==> src/verilog/touch_status_pkg.sv <==
// shared constants and carriers for the touch converter status block
package touch_status_pkg;

    localparam int ADDR_W = 7;
    localparam int DATA_W = 16;
    localparam int CHAN_N = 9;

    localparam logic [ADDR_W-1:0] CONVERTER_STATUS_OFFSET = 7'h01;

    // status word field positions
    localparam int MODE_HI_POS = 15;
    localparam int MODE_LO_POS = 14;
    localparam int HALTED_POS = 13;
    localparam int OWNER_POS = 12;
    localparam int READY_POS = 11;
    localparam int HORIZ_POS = 10;
    localparam int VERT_POS = 9;
    localparam int PRESS_A_POS = 8;
    localparam int PRESS_B_POS = 7;
    localparam int SUPPLY_A_POS = 6;
    localparam int SUPPLY_B_POS = 5;
    localparam int AUX_POS = 4;
    localparam int THERM_A_POS = 2;
    localparam int THERM_B_POS = 1;

    // indicator pin function encodings
    localparam logic [1:0] PIN_TOUCH_ONLY = 2'h0;
    localparam logic [1:0] PIN_READY_ONLY = 2'h1;
    localparam logic [1:0] PIN_MODE_RESET = 2'h2;

    localparam logic [CHAN_N-1:0] CHAN_RESET = 9'h000;

    // channel index order inside the flag vector
    typedef enum logic [3:0] {
        CH_HORIZ, CH_VERT, CH_PRESS_A, CH_PRESS_B, CH_SUPPLY_A,
        CH_SUPPLY_B, CH_AUX, CH_THERM_A, CH_THERM_B
    } chan_e;

    // converter-side events, one cycle pulses
    typedef struct packed {
        logic set_done;
        logic [CHAN_N-1:0] stored;
        logic [CHAN_N-1:0] read_done;
    } conv_evt_s;

    // converter-side levels
    typedef struct packed {
        logic halted;
        logic self_sequenced;
    } conv_state_s;

endpackage

==> src/verilog/touch_adc_status_flags.sv <==
// status register and indicator pin logic of the touch converter
`timescale 1ns/10ps
module touch_adc_status_flags
    import touch_status_pkg::*;
(
    input wire logic clk_sys,
    input wire logic nrst,
    input wire logic ce,
    input wire logic reg_wr,
    input wire logic reg_rd,
    input wire logic [ADDR_W-1:0] reg_addr,
    input wire logic [DATA_W-1:0] reg_wdata,
    output logic [DATA_W-1:0] reg_rdata,
    output logic reg_rvalid,
    input wire logic pen_touch,
    input wire conv_evt_s conv_evt,
    input wire conv_state_s conv_state,
    output logic touch_or_ready_indicator_n,
    output logic touch_or_ready_indicator_oe
);

    logic [1:0] pin_mode_r;
    logic [1:0] pin_mode_nxt;
    logic [CHAN_N-1:0] chan_r;
    logic [CHAN_N-1:0] chan_nxt;
    logic result_set_ready_flag_r;
    logic ready_nxt;
    logic touch_pending_r;
    logic pending_nxt;
    logic pen_meta_r;
    logic pen_sync_r;
    logic halted_r;
    logic owner_r;
    logic ind_r;
    logic ind_nxt;
    logic [DATA_W-1:0] rdata_r;
    logic rvalid_r;

    // place channel flags and levels into the status word
    function automatic logic [DATA_W-1:0] pack_status(
        input logic [1:0] mode,
        input logic halted,
        input logic owner,
        input logic ready,
        input logic [CHAN_N-1:0] ch
    );
        logic [DATA_W-1:0] w;
        w = '0;
        w[MODE_HI_POS:MODE_LO_POS] = mode;
        w[HALTED_POS] = halted;
        w[OWNER_POS] = owner;
        w[READY_POS] = ready;
        w[HORIZ_POS] = ch[CH_HORIZ];
        w[VERT_POS] = ch[CH_VERT];
        w[PRESS_A_POS] = ch[CH_PRESS_A];
        w[PRESS_B_POS] = ch[CH_PRESS_B];
        w[SUPPLY_A_POS] = ch[CH_SUPPLY_A];
        w[SUPPLY_B_POS] = ch[CH_SUPPLY_B];
        w[AUX_POS] = ch[CH_AUX];
        w[THERM_A_POS] = ch[CH_THERM_A];
        w[THERM_B_POS] = ch[CH_THERM_B];
        return w;
    endfunction

    wire status_hit = (reg_addr == CONVERTER_STATUS_OFFSET);
    wire status_wr = reg_wr && status_hit;
    wire status_rd = reg_rd && status_hit;
    wire any_read_done = |conv_evt.read_done;

    // only the pin-function field is writable
    assign pin_mode_nxt = status_wr ? reg_wdata[MODE_HI_POS:MODE_LO_POS]
                                    : pin_mode_r;

    // new result sets a flag even if its read completes in the same cycle
    assign chan_nxt = conv_evt.stored | (chan_r & ~conv_evt.read_done);

    // set ready flag holds until the last outstanding result is read
    assign ready_nxt = conv_evt.set_done
                       | (result_set_ready_flag_r
                          & ~(any_read_done && (chan_nxt == CHAN_RESET)));

    // touch latched for the combined function, released by set completion
    assign pending_nxt = pen_sync_r | (touch_pending_r & ~conv_evt.set_done);

    always_comb
    begin
        unique case (pin_mode_r)
            PIN_TOUCH_ONLY: ind_nxt = ~pen_sync_r;
            PIN_READY_ONLY: ind_nxt = ~ready_nxt;
            default: ind_nxt = ~pending_nxt;
        endcase
    end

    // pen input crosses in from the analog comparator
    always_ff @(posedge clk_sys or negedge nrst)
    begin
        if (!nrst)
        begin
            pen_meta_r <= 1'b0;
            pen_sync_r <= 1'b0;
        end
        else if (ce)
        begin
            pen_meta_r <= pen_touch;
            pen_sync_r <= pen_meta_r;
        end
    end

    always_ff @(posedge clk_sys or negedge nrst)
    begin
        if (!nrst)
        begin
            pin_mode_r <= PIN_MODE_RESET;
            chan_r <= CHAN_RESET;
            result_set_ready_flag_r <= 1'b0;
            touch_pending_r <= 1'b0;
            ind_r <= 1'b1;
        end
        else if (ce)
        begin
            pin_mode_r <= pin_mode_nxt;
            chan_r <= chan_nxt;
            result_set_ready_flag_r <= ready_nxt;
            touch_pending_r <= pending_nxt;
            ind_r <= ind_nxt;
        end
    end

    // converter levels sampled once so a read sees a stable word
    always_ff @(posedge clk_sys or negedge nrst)
    begin
        if (!nrst)
        begin
            halted_r <= 1'b0;
            owner_r <= 1'b0;
        end
        else if (ce)
        begin
            halted_r <= conv_state.halted;
            owner_r <= conv_state.self_sequenced;
        end
    end

    wire [DATA_W-1:0] status_word = pack_status(pin_mode_r, halted_r, owner_r,
                                                result_set_ready_flag_r, chan_r);

    always_ff @(posedge clk_sys or negedge nrst)
    begin
        if (!nrst)
        begin
            rdata_r <= '0;
            rvalid_r <= 1'b0;
        end
        else if (ce)
        begin
            rdata_r <= status_rd ? status_word : '0;
            rvalid_r <= reg_rd;
        end
    end

    assign reg_rdata = rdata_r;
    assign reg_rvalid = rvalid_r;
    assign touch_or_ready_indicator_n = ind_r;
    // open-drain style: drive only while pulling low
    assign touch_or_ready_indicator_oe = ~ind_r;

    // ---- checks ----
    property mode_write_p;
        @(posedge clk_sys) disable iff (!nrst)
        (ce && status_wr) |=> pin_mode_r == $past(reg_wdata[MODE_HI_POS:MODE_LO_POS]);
    endproperty
    mode_write_a: assert property (mode_write_p)
        else $error("pin function field not written");

    pen_only_a: assert property (
        @(posedge clk_sys) disable iff (!nrst)
        (ce && pin_mode_r == PIN_TOUCH_ONLY && !status_wr) |=> ind_r == !$past(pen_sync_r))
        else $error("indicator does not follow touch in touch-only function");

    ready_only_a: assert property (
        @(posedge clk_sys) disable iff (!nrst)
        (ce && pin_mode_r == PIN_READY_ONLY && !status_wr && result_set_ready_flag_r
         && !any_read_done) |=> !ind_r)
        else $error("indicator released while results are unread");

    combined_a: assert property (
        @(posedge clk_sys) disable iff (!nrst)
        (ce && pin_mode_r[1] && !status_wr && pen_sync_r) |=> !ind_r ##0 touch_pending_r)
        else $error("touch not shown in combined function");

    chan_set_a: assert property (
        @(posedge clk_sys) disable iff (!nrst)
        ce |=> ((chan_r & $past(conv_evt.stored)) == $past(conv_evt.stored)))
        else $error("stored result did not set its flag");

    chan_hold_a: assert property (
        @(posedge clk_sys) disable iff (!nrst)
        ce |=> ((~chan_r & $past(chan_r) & ~$past(conv_evt.read_done)) == CHAN_RESET))
        else $error("channel flag cleared without a completed read");

    ready_clear_a: assert property (
        @(posedge clk_sys) disable iff (!nrst)
        $fell(result_set_ready_flag_r) |-> (chan_r == CHAN_RESET) && $past(any_read_done))
        else $error("ready flag cleared with results outstanding");

    ready_set_a: assert property (
        @(posedge clk_sys) disable iff (!nrst)
        (ce && conv_evt.set_done) |=> result_set_ready_flag_r)
        else $error("ready flag not set on set completion");

    read_word_a: assert property (
        @(posedge clk_sys) disable iff (!nrst)
        (ce && status_rd) |=> reg_rvalid && reg_rdata[HALTED_POS] == $past(halted_r)
            && reg_rdata[OWNER_POS] == $past(owner_r) && reg_rdata[3] == 1'b0
            && reg_rdata[0] == 1'b0)
        else $error("status word read back wrong");

    cover_ready_only_c: cover property (
        @(posedge clk_sys) disable iff (!nrst)
        pin_mode_r == PIN_READY_ONLY && $fell(ind_r));
    cover_scan_read_c: cover property (
        @(posedge clk_sys) disable iff (!nrst)
        $fell(result_set_ready_flag_r));
    cover_set_clear_c: cover property (
        @(posedge clk_sys) disable iff (!nrst)
        ce && |(conv_evt.stored & conv_evt.read_done & chan_r));
    cover_combined_c: cover property (
        @(posedge clk_sys) disable iff (!nrst)
        pin_mode_r[1] && $rose(ind_r));

endmodule

==> config.mk <==
export PLATFORM = sky130hd
export DESIGN_NAME = touch_adc_status_flags
export DESIGN_NICKNAME = d
export VERILOG_FILES = /design/src/verilog/touch_status_pkg.sv /design/src/verilog/touch_adc_status_flags.sv
export SDC_FILE = /design/constraint.sdc
export NUM_CORES = 1
export LEC_CHECK = 0
export ABC_AREA = 0
export ABC_CLOCK_PERIOD_IN_PS = 1300
export BUFFER_PORTS_ARGS = -buffer_cell sky130_fd_sc_hd__clkbuf_2
export CAP_MARGIN = 20
export CORE_ASPECT_RATIO = 1.5
export CORE_MARGIN = 5
export CORE_UTILIZATION = 41
export DETAILED_ROUTE_END_ITERATION = 10
export GPL_TIMING_DRIVEN = 0
export MAX_ROUTING_LAYER = met4
export PLACE_DENSITY = 0.73
export SETUP_SLACK_MARGIN = 0.4
export SYNTH_ARGS = -nofsm -noshare
export SYNTH_HDL_FRONTEND = slang
export SYNTH_SLANG_ARGS = --single-unit
==> constraint.sdc <==
create_clock -name clk_sys -period 1.3 [get_ports clk_sys]
set_input_delay 0.325 -clock clk_sys [delete_from_list [all_inputs] [get_ports clk_sys]]
set_output_delay 0.325 -clock clk_sys [all_outputs]
set_load 0.1 [all_outputs]
Yosys cells after proc, flatten, opt, wreduce, memory -nomap -nowiden
Index checks and enable logic that the tools add are counted.
{"block": "totals", "ff_bits": 35, "latch_bits": 0, "memories": 0, "rom_bits": 0, "mem_bits_rw": 0, "input_bits": 50}
{"block": "classes", "n_lt_le_gt_ge": 0, "muxes": 2, "reduce_logical": 7, "div_mod_pow": 0, "n_eq_ne": 2, "n_addsub": 0, "n_shift": 0, "n_mul": 0, "bitwise": 13}
{"operator": "$mux W16", "n": 1}
{"operator": "$and A9 B9 Y9", "n": 1}
{"operator": "$logic_not A9 Y1", "n": 1}
{"operator": "$not A9 Y9", "n": 1}
{"operator": "$or A9 B9 Y9", "n": 1}
{"operator": "$reduce_or A9 Y1", "n": 1}
{"operator": "$eq A7 B1 Y1 const B", "n": 1}
{"operator": "$not A1 Y1", "n": 6}
{"operator": "$logic_and A1 B1 Y1", "n": 3}
{"operator": "$and A1 B1 Y1", "n": 2}
{"operator": "$eq A2 B1 Y1 const B", "n": 1}
{"operator": "$logic_not A2 Y1", "n": 1}
{"operator": "$or A1 B1 Y1", "n": 2}
{"operator": "$pmux W1 S2", "n": 1}
{"operator": "$reduce_and A2 Y1", "n": 1}

Longest topological paths before layout
{"block": "logic_depth", "word_depth": 10, "depth_mapped": 6, "mapped_depth_nobuf": 4}

Worst setup path before layout
OpenSTA, ideal clock, no wires.
{"block": "synth_path", "path_type": "register to output", "from": "register ind_r, in the netlist touch_or_ready_indicator_n", "to": "output port touch_or_ready_indicator_oe", "setup_slack_ns": -0.402, "t_arrival_ns": 1.377, "stages_incl_launch_ff": 2, "required_time_ns": 0.975, "n_path_buf": 0, "path_cell_list": "dfstp_2 inv_1"}
{"block": "synth_between", "elab_chain_len": 1}
{"element": "from (decl)", "line": "touch_adc_status_flags.sv:34", "source": "logic ind_r;"}
{"element": "from (signal assigned)", "line": "touch_adc_status_flags.sv:125", "source": "ind_r <= ind_nxt;"}
{"element": "$not A1 Y1", "line": "touch_adc_status_flags.sv:165", "source": "assign touch_or_ready_indicator_oe = ~ind_r;"}
{"element": "to (decl)", "line": "touch_adc_status_flags.sv:19", "source": "output logic touch_or_ready_indicator_oe"}
No other way between the ends.

Worst setup path in the final report
Ends and elaborated chain as after synthesis.

==> reports/qor.txt <==
Core Region -> 3420 sq um
Die ar. -> 4840 sq um
DR vias -> 1276
clock share of power -> 32.6%
pwr/cell area -> 1000 nW/um^2
critical path buffer and inverter count -> 2
endpoint class of the critical path -> output pin
Mapped Cells -> 121
Pre-antenna DRT Iters -> 4
post-route insts no fill -> 240
Synth Area per Inst -> 11.9 sq um
clk_lat worst skew -> 0.29 ns
failing checks -> negative setup slack
Core Rows -> 26
clock skew -> 0.00493 ns
NumNets Final -> 247
CTS root buffer -> clkbuf_8
IO Port Bufs -> 52
synthesized area -> 1450 sq um
worst endpoint required time -> 0.98 ns
Cell Int Power -> 1.76 mW
Routed Antenna Nets -> 0
crit-path max FO -> 3
Logic pwr share -> 20.5%
RSZ-0062 raised after global routing -> yes
slowest stage delay, CP -> 0.65 ns
initial antenna violation count -> 0
worst setup path category -> reg -> out
Starting DRT DRC Count -> 18
hold slack -> 0.118 ns
Post-Route Setup TNS -> -4.12 ns
vias in the first global route -> 1350
clk sinks -> 33
CP startpoint kind -> register
Period minus WS final -> 1.56 ns
max-slew violation count -> 0
#FFs+latches synth -> 33
sw frac -> 29.0%
first-pass GRT wire length -> 6410 um
io pins -> 69
utilization after layout -> 72.2%
Least-Margin Pin Slew -> 0.819 ns
final setup vio count -> 23
Hold WC Path Type -> in -> async
Congestion Overflow GR -> 0
final hold vios -> 0
final worst-path cycle share -> 120%
area grow syn2layout -> 70.7%
Initial Util -> 42.3%
DRT Wirelength -> 4200 um
maximum level of the CTS H-tree -> 2
CTS tree -> yes
Die H -> 82.7 um
mean number of vias per cell -> 5.32
number of synthesized flops with an enable pin -> 0
relative slew slack -> 45.4%
Routed wire per std cell -> 17.5 um
Post-DP HPWL -> 2820 um
status -> finished with violations
Async SR Flop Fraction -> 100%
PnR worst setup slack -> -0.257 ns
routability congestion estimate -> 0.829
Max-Cap Viols -> 0
count of cell types in the netlist -> 32
Flop pwr share -> 46.9%
drt drc -> 0
NetSw -> 0.716 mW
# diodes -> 0
largest net degree at the start of global routing -> 34
Leak -> 1.20 nW
synthesis warning total -> 0
FMAX -> 0.642 GHz
Placed Cells incl. Taps -> 216
Slowest cell on crit path -> dfstp_4
peak supply drop -> 0.843 mV
Die W -> 58.5 um
Post-synth top flop -> dfrtp_1
Num CTS Buffers -> 5
sequential area share after synthesis -> 57.3%
clock buffer depth -> 2
Worst EP arrival -> 1.23 ns
GRT Total Usage -> 18.9%
worst-path cell chain -> clkinvlp_4 -> clkbuf_16
ratio of cells with drive above 1 in the final layout -> 55.6%
largest delay contributor family on the critical path -> flip-flops
Reg clk slew, reported paths -> 0.07 ns
-- cell usage in the layout, fill, tap and decap left out, drive strengths merged, types with 2 or more instances in the layout --
master	count
o22ai	2
dfrtp	31
nand3	2
o2111ai	2
mux2	7
a22o	24
o21ai	2
nor4	3
or4b	2
inv	8
buf	23
dfstp	2
nor2	3
nand2	12
clkbuf	61
nand2b	3
conb	2
-- cell families (layout without fill, tap and decap cells) --
family / Yosys count / in the layout / synth area share (%)
multiplexers: 7 / 7 / 5.45
flip-flops: 33 / 33 / 57.3
buffers and inverters: 17 / 93 / 6.23
AO/OA/AOI/OAI: 32 / 32 / 18.5
AND/OR/NAND/NOR: 31 / 31 / 12.2
other: 1 / 2 / 0.259
-- metrics by stage --
step | power [mW] | setup slack (ns) | cell area [sq um]
after floorplan | 1.42 | -0.323 | 1520
after global placement | 1.55 | -0.491 | 1840
after detailed placement | 1.56 | -0.580 | 1840
after CTS | 2.44 | -0.256 | 2390
after global routing | 2.56 | -0.288 | 2470
final | 2.47 | -0.257 | 2470
-- repair_timing --
| item | 4_1_cts | 5_1_grt |
|---|---|---|
| buffers inserted | 10 | 5 |
| gates cloned | 1 | 0 |
| setup endpoints to repair | 35 | 36 |
| pin swaps | 5 | 8 |
| hold buffers | 0 | 0 |
| endpoints found under the hold margin | 0 | 0 |
| gates resized for setup | 59 | 13 |
-- layer usage --
metal / global-route usage (%) / up-vias / share of wire [%]
met5: - / - / 0
met4: 8.12 / 0 / 2.3
met3: 4.98 / 8 / 4.5
met2: 32.7 / 41 / 56
met1: 20.2 / 638 / 37
li1: - / 589 / -
-- layout make-up --
| class | count | area [sq um] |
|---|---|---|
| Tap cell | 42 | 52.6 |
| Timing Repair Buffer | 68 | 744 |
| Multi-Input combinational cell | 72 | 617 |
| Clock buffer | 8 | 90.1 |
| Fill cell | 234 | 948 |
| Sequential cell | 33 | 851 |
| Buffer | 8 | 75.1 |
| Inverter | 9 | 37.5 |
-- synthesized netlist by cell type, types with 2 or more instances --
cell type  count  area [sq um]
a22o_1        24           210
buf_4          2          15.0
clkbuf_1       3          11.3
dfrtp_1       31           776
dfstp_2        2          52.6
inv_1          8          30.0
mux2_1         2          22.5
mux2_2         5          56.3
nand2_1       12          45.0
nand2b_1       3          18.8
nand3_1        2          10.0
nor2_1         3          11.3
nor4_1         3          18.8
o2111ai_1      2          17.5
o22ai_1        2          12.5
-- registers in the layout, indices dropped and copies added, names as in the netlist --
signal / flops
chan_r: 9
reg_rdata: 14
pen_sync_r: 1
pen_meta_r: 1
touch_or_ready_indicator_n: 1
result_set_ready_flag_r: 1
reg_rvalid: 1
touch_pending_r: 1
pin_mode_r: 2
halted_r: 1
owner_r: 1
-- power groups by stage --
stage	clock network [mW]	logic [mW]	registers, mW
2_1_floorplan	0	0.192	1.23
3_3_place_gp	0	0.381	1.17
3_5_place_dp	0	0.391	1.17
4_1_cts	0.823	0.463	1.15
5_1_grt	0.857	0.538	1.17
6_report	0.805	0.508	1.16
-- path summary, 6_finish.rpt --
path                                                  from                          end  slack [ns]  cells after the start
worst min register to register                     owner_r                reg_rdata[12]        0.50                      1
min in group clk_sys                         reg_wdata[15]                pin_mode_r[1]        0.27                      2
worst min-delay path                                  nrst                 reg_rdata[4]        0.12                      1
worst max-delay path            touch_or_ready_indicator_n  touch_or_ready_indicator_oe       -0.26                      2
worst max register to register                   chan_r[5]      result_set_ready_flag_r       -0.05                      4
max in group asynchronous                             nrst                reg_rdata[15]        0.58                      1
Note: power is estimated with default switching activity, not from simulation.
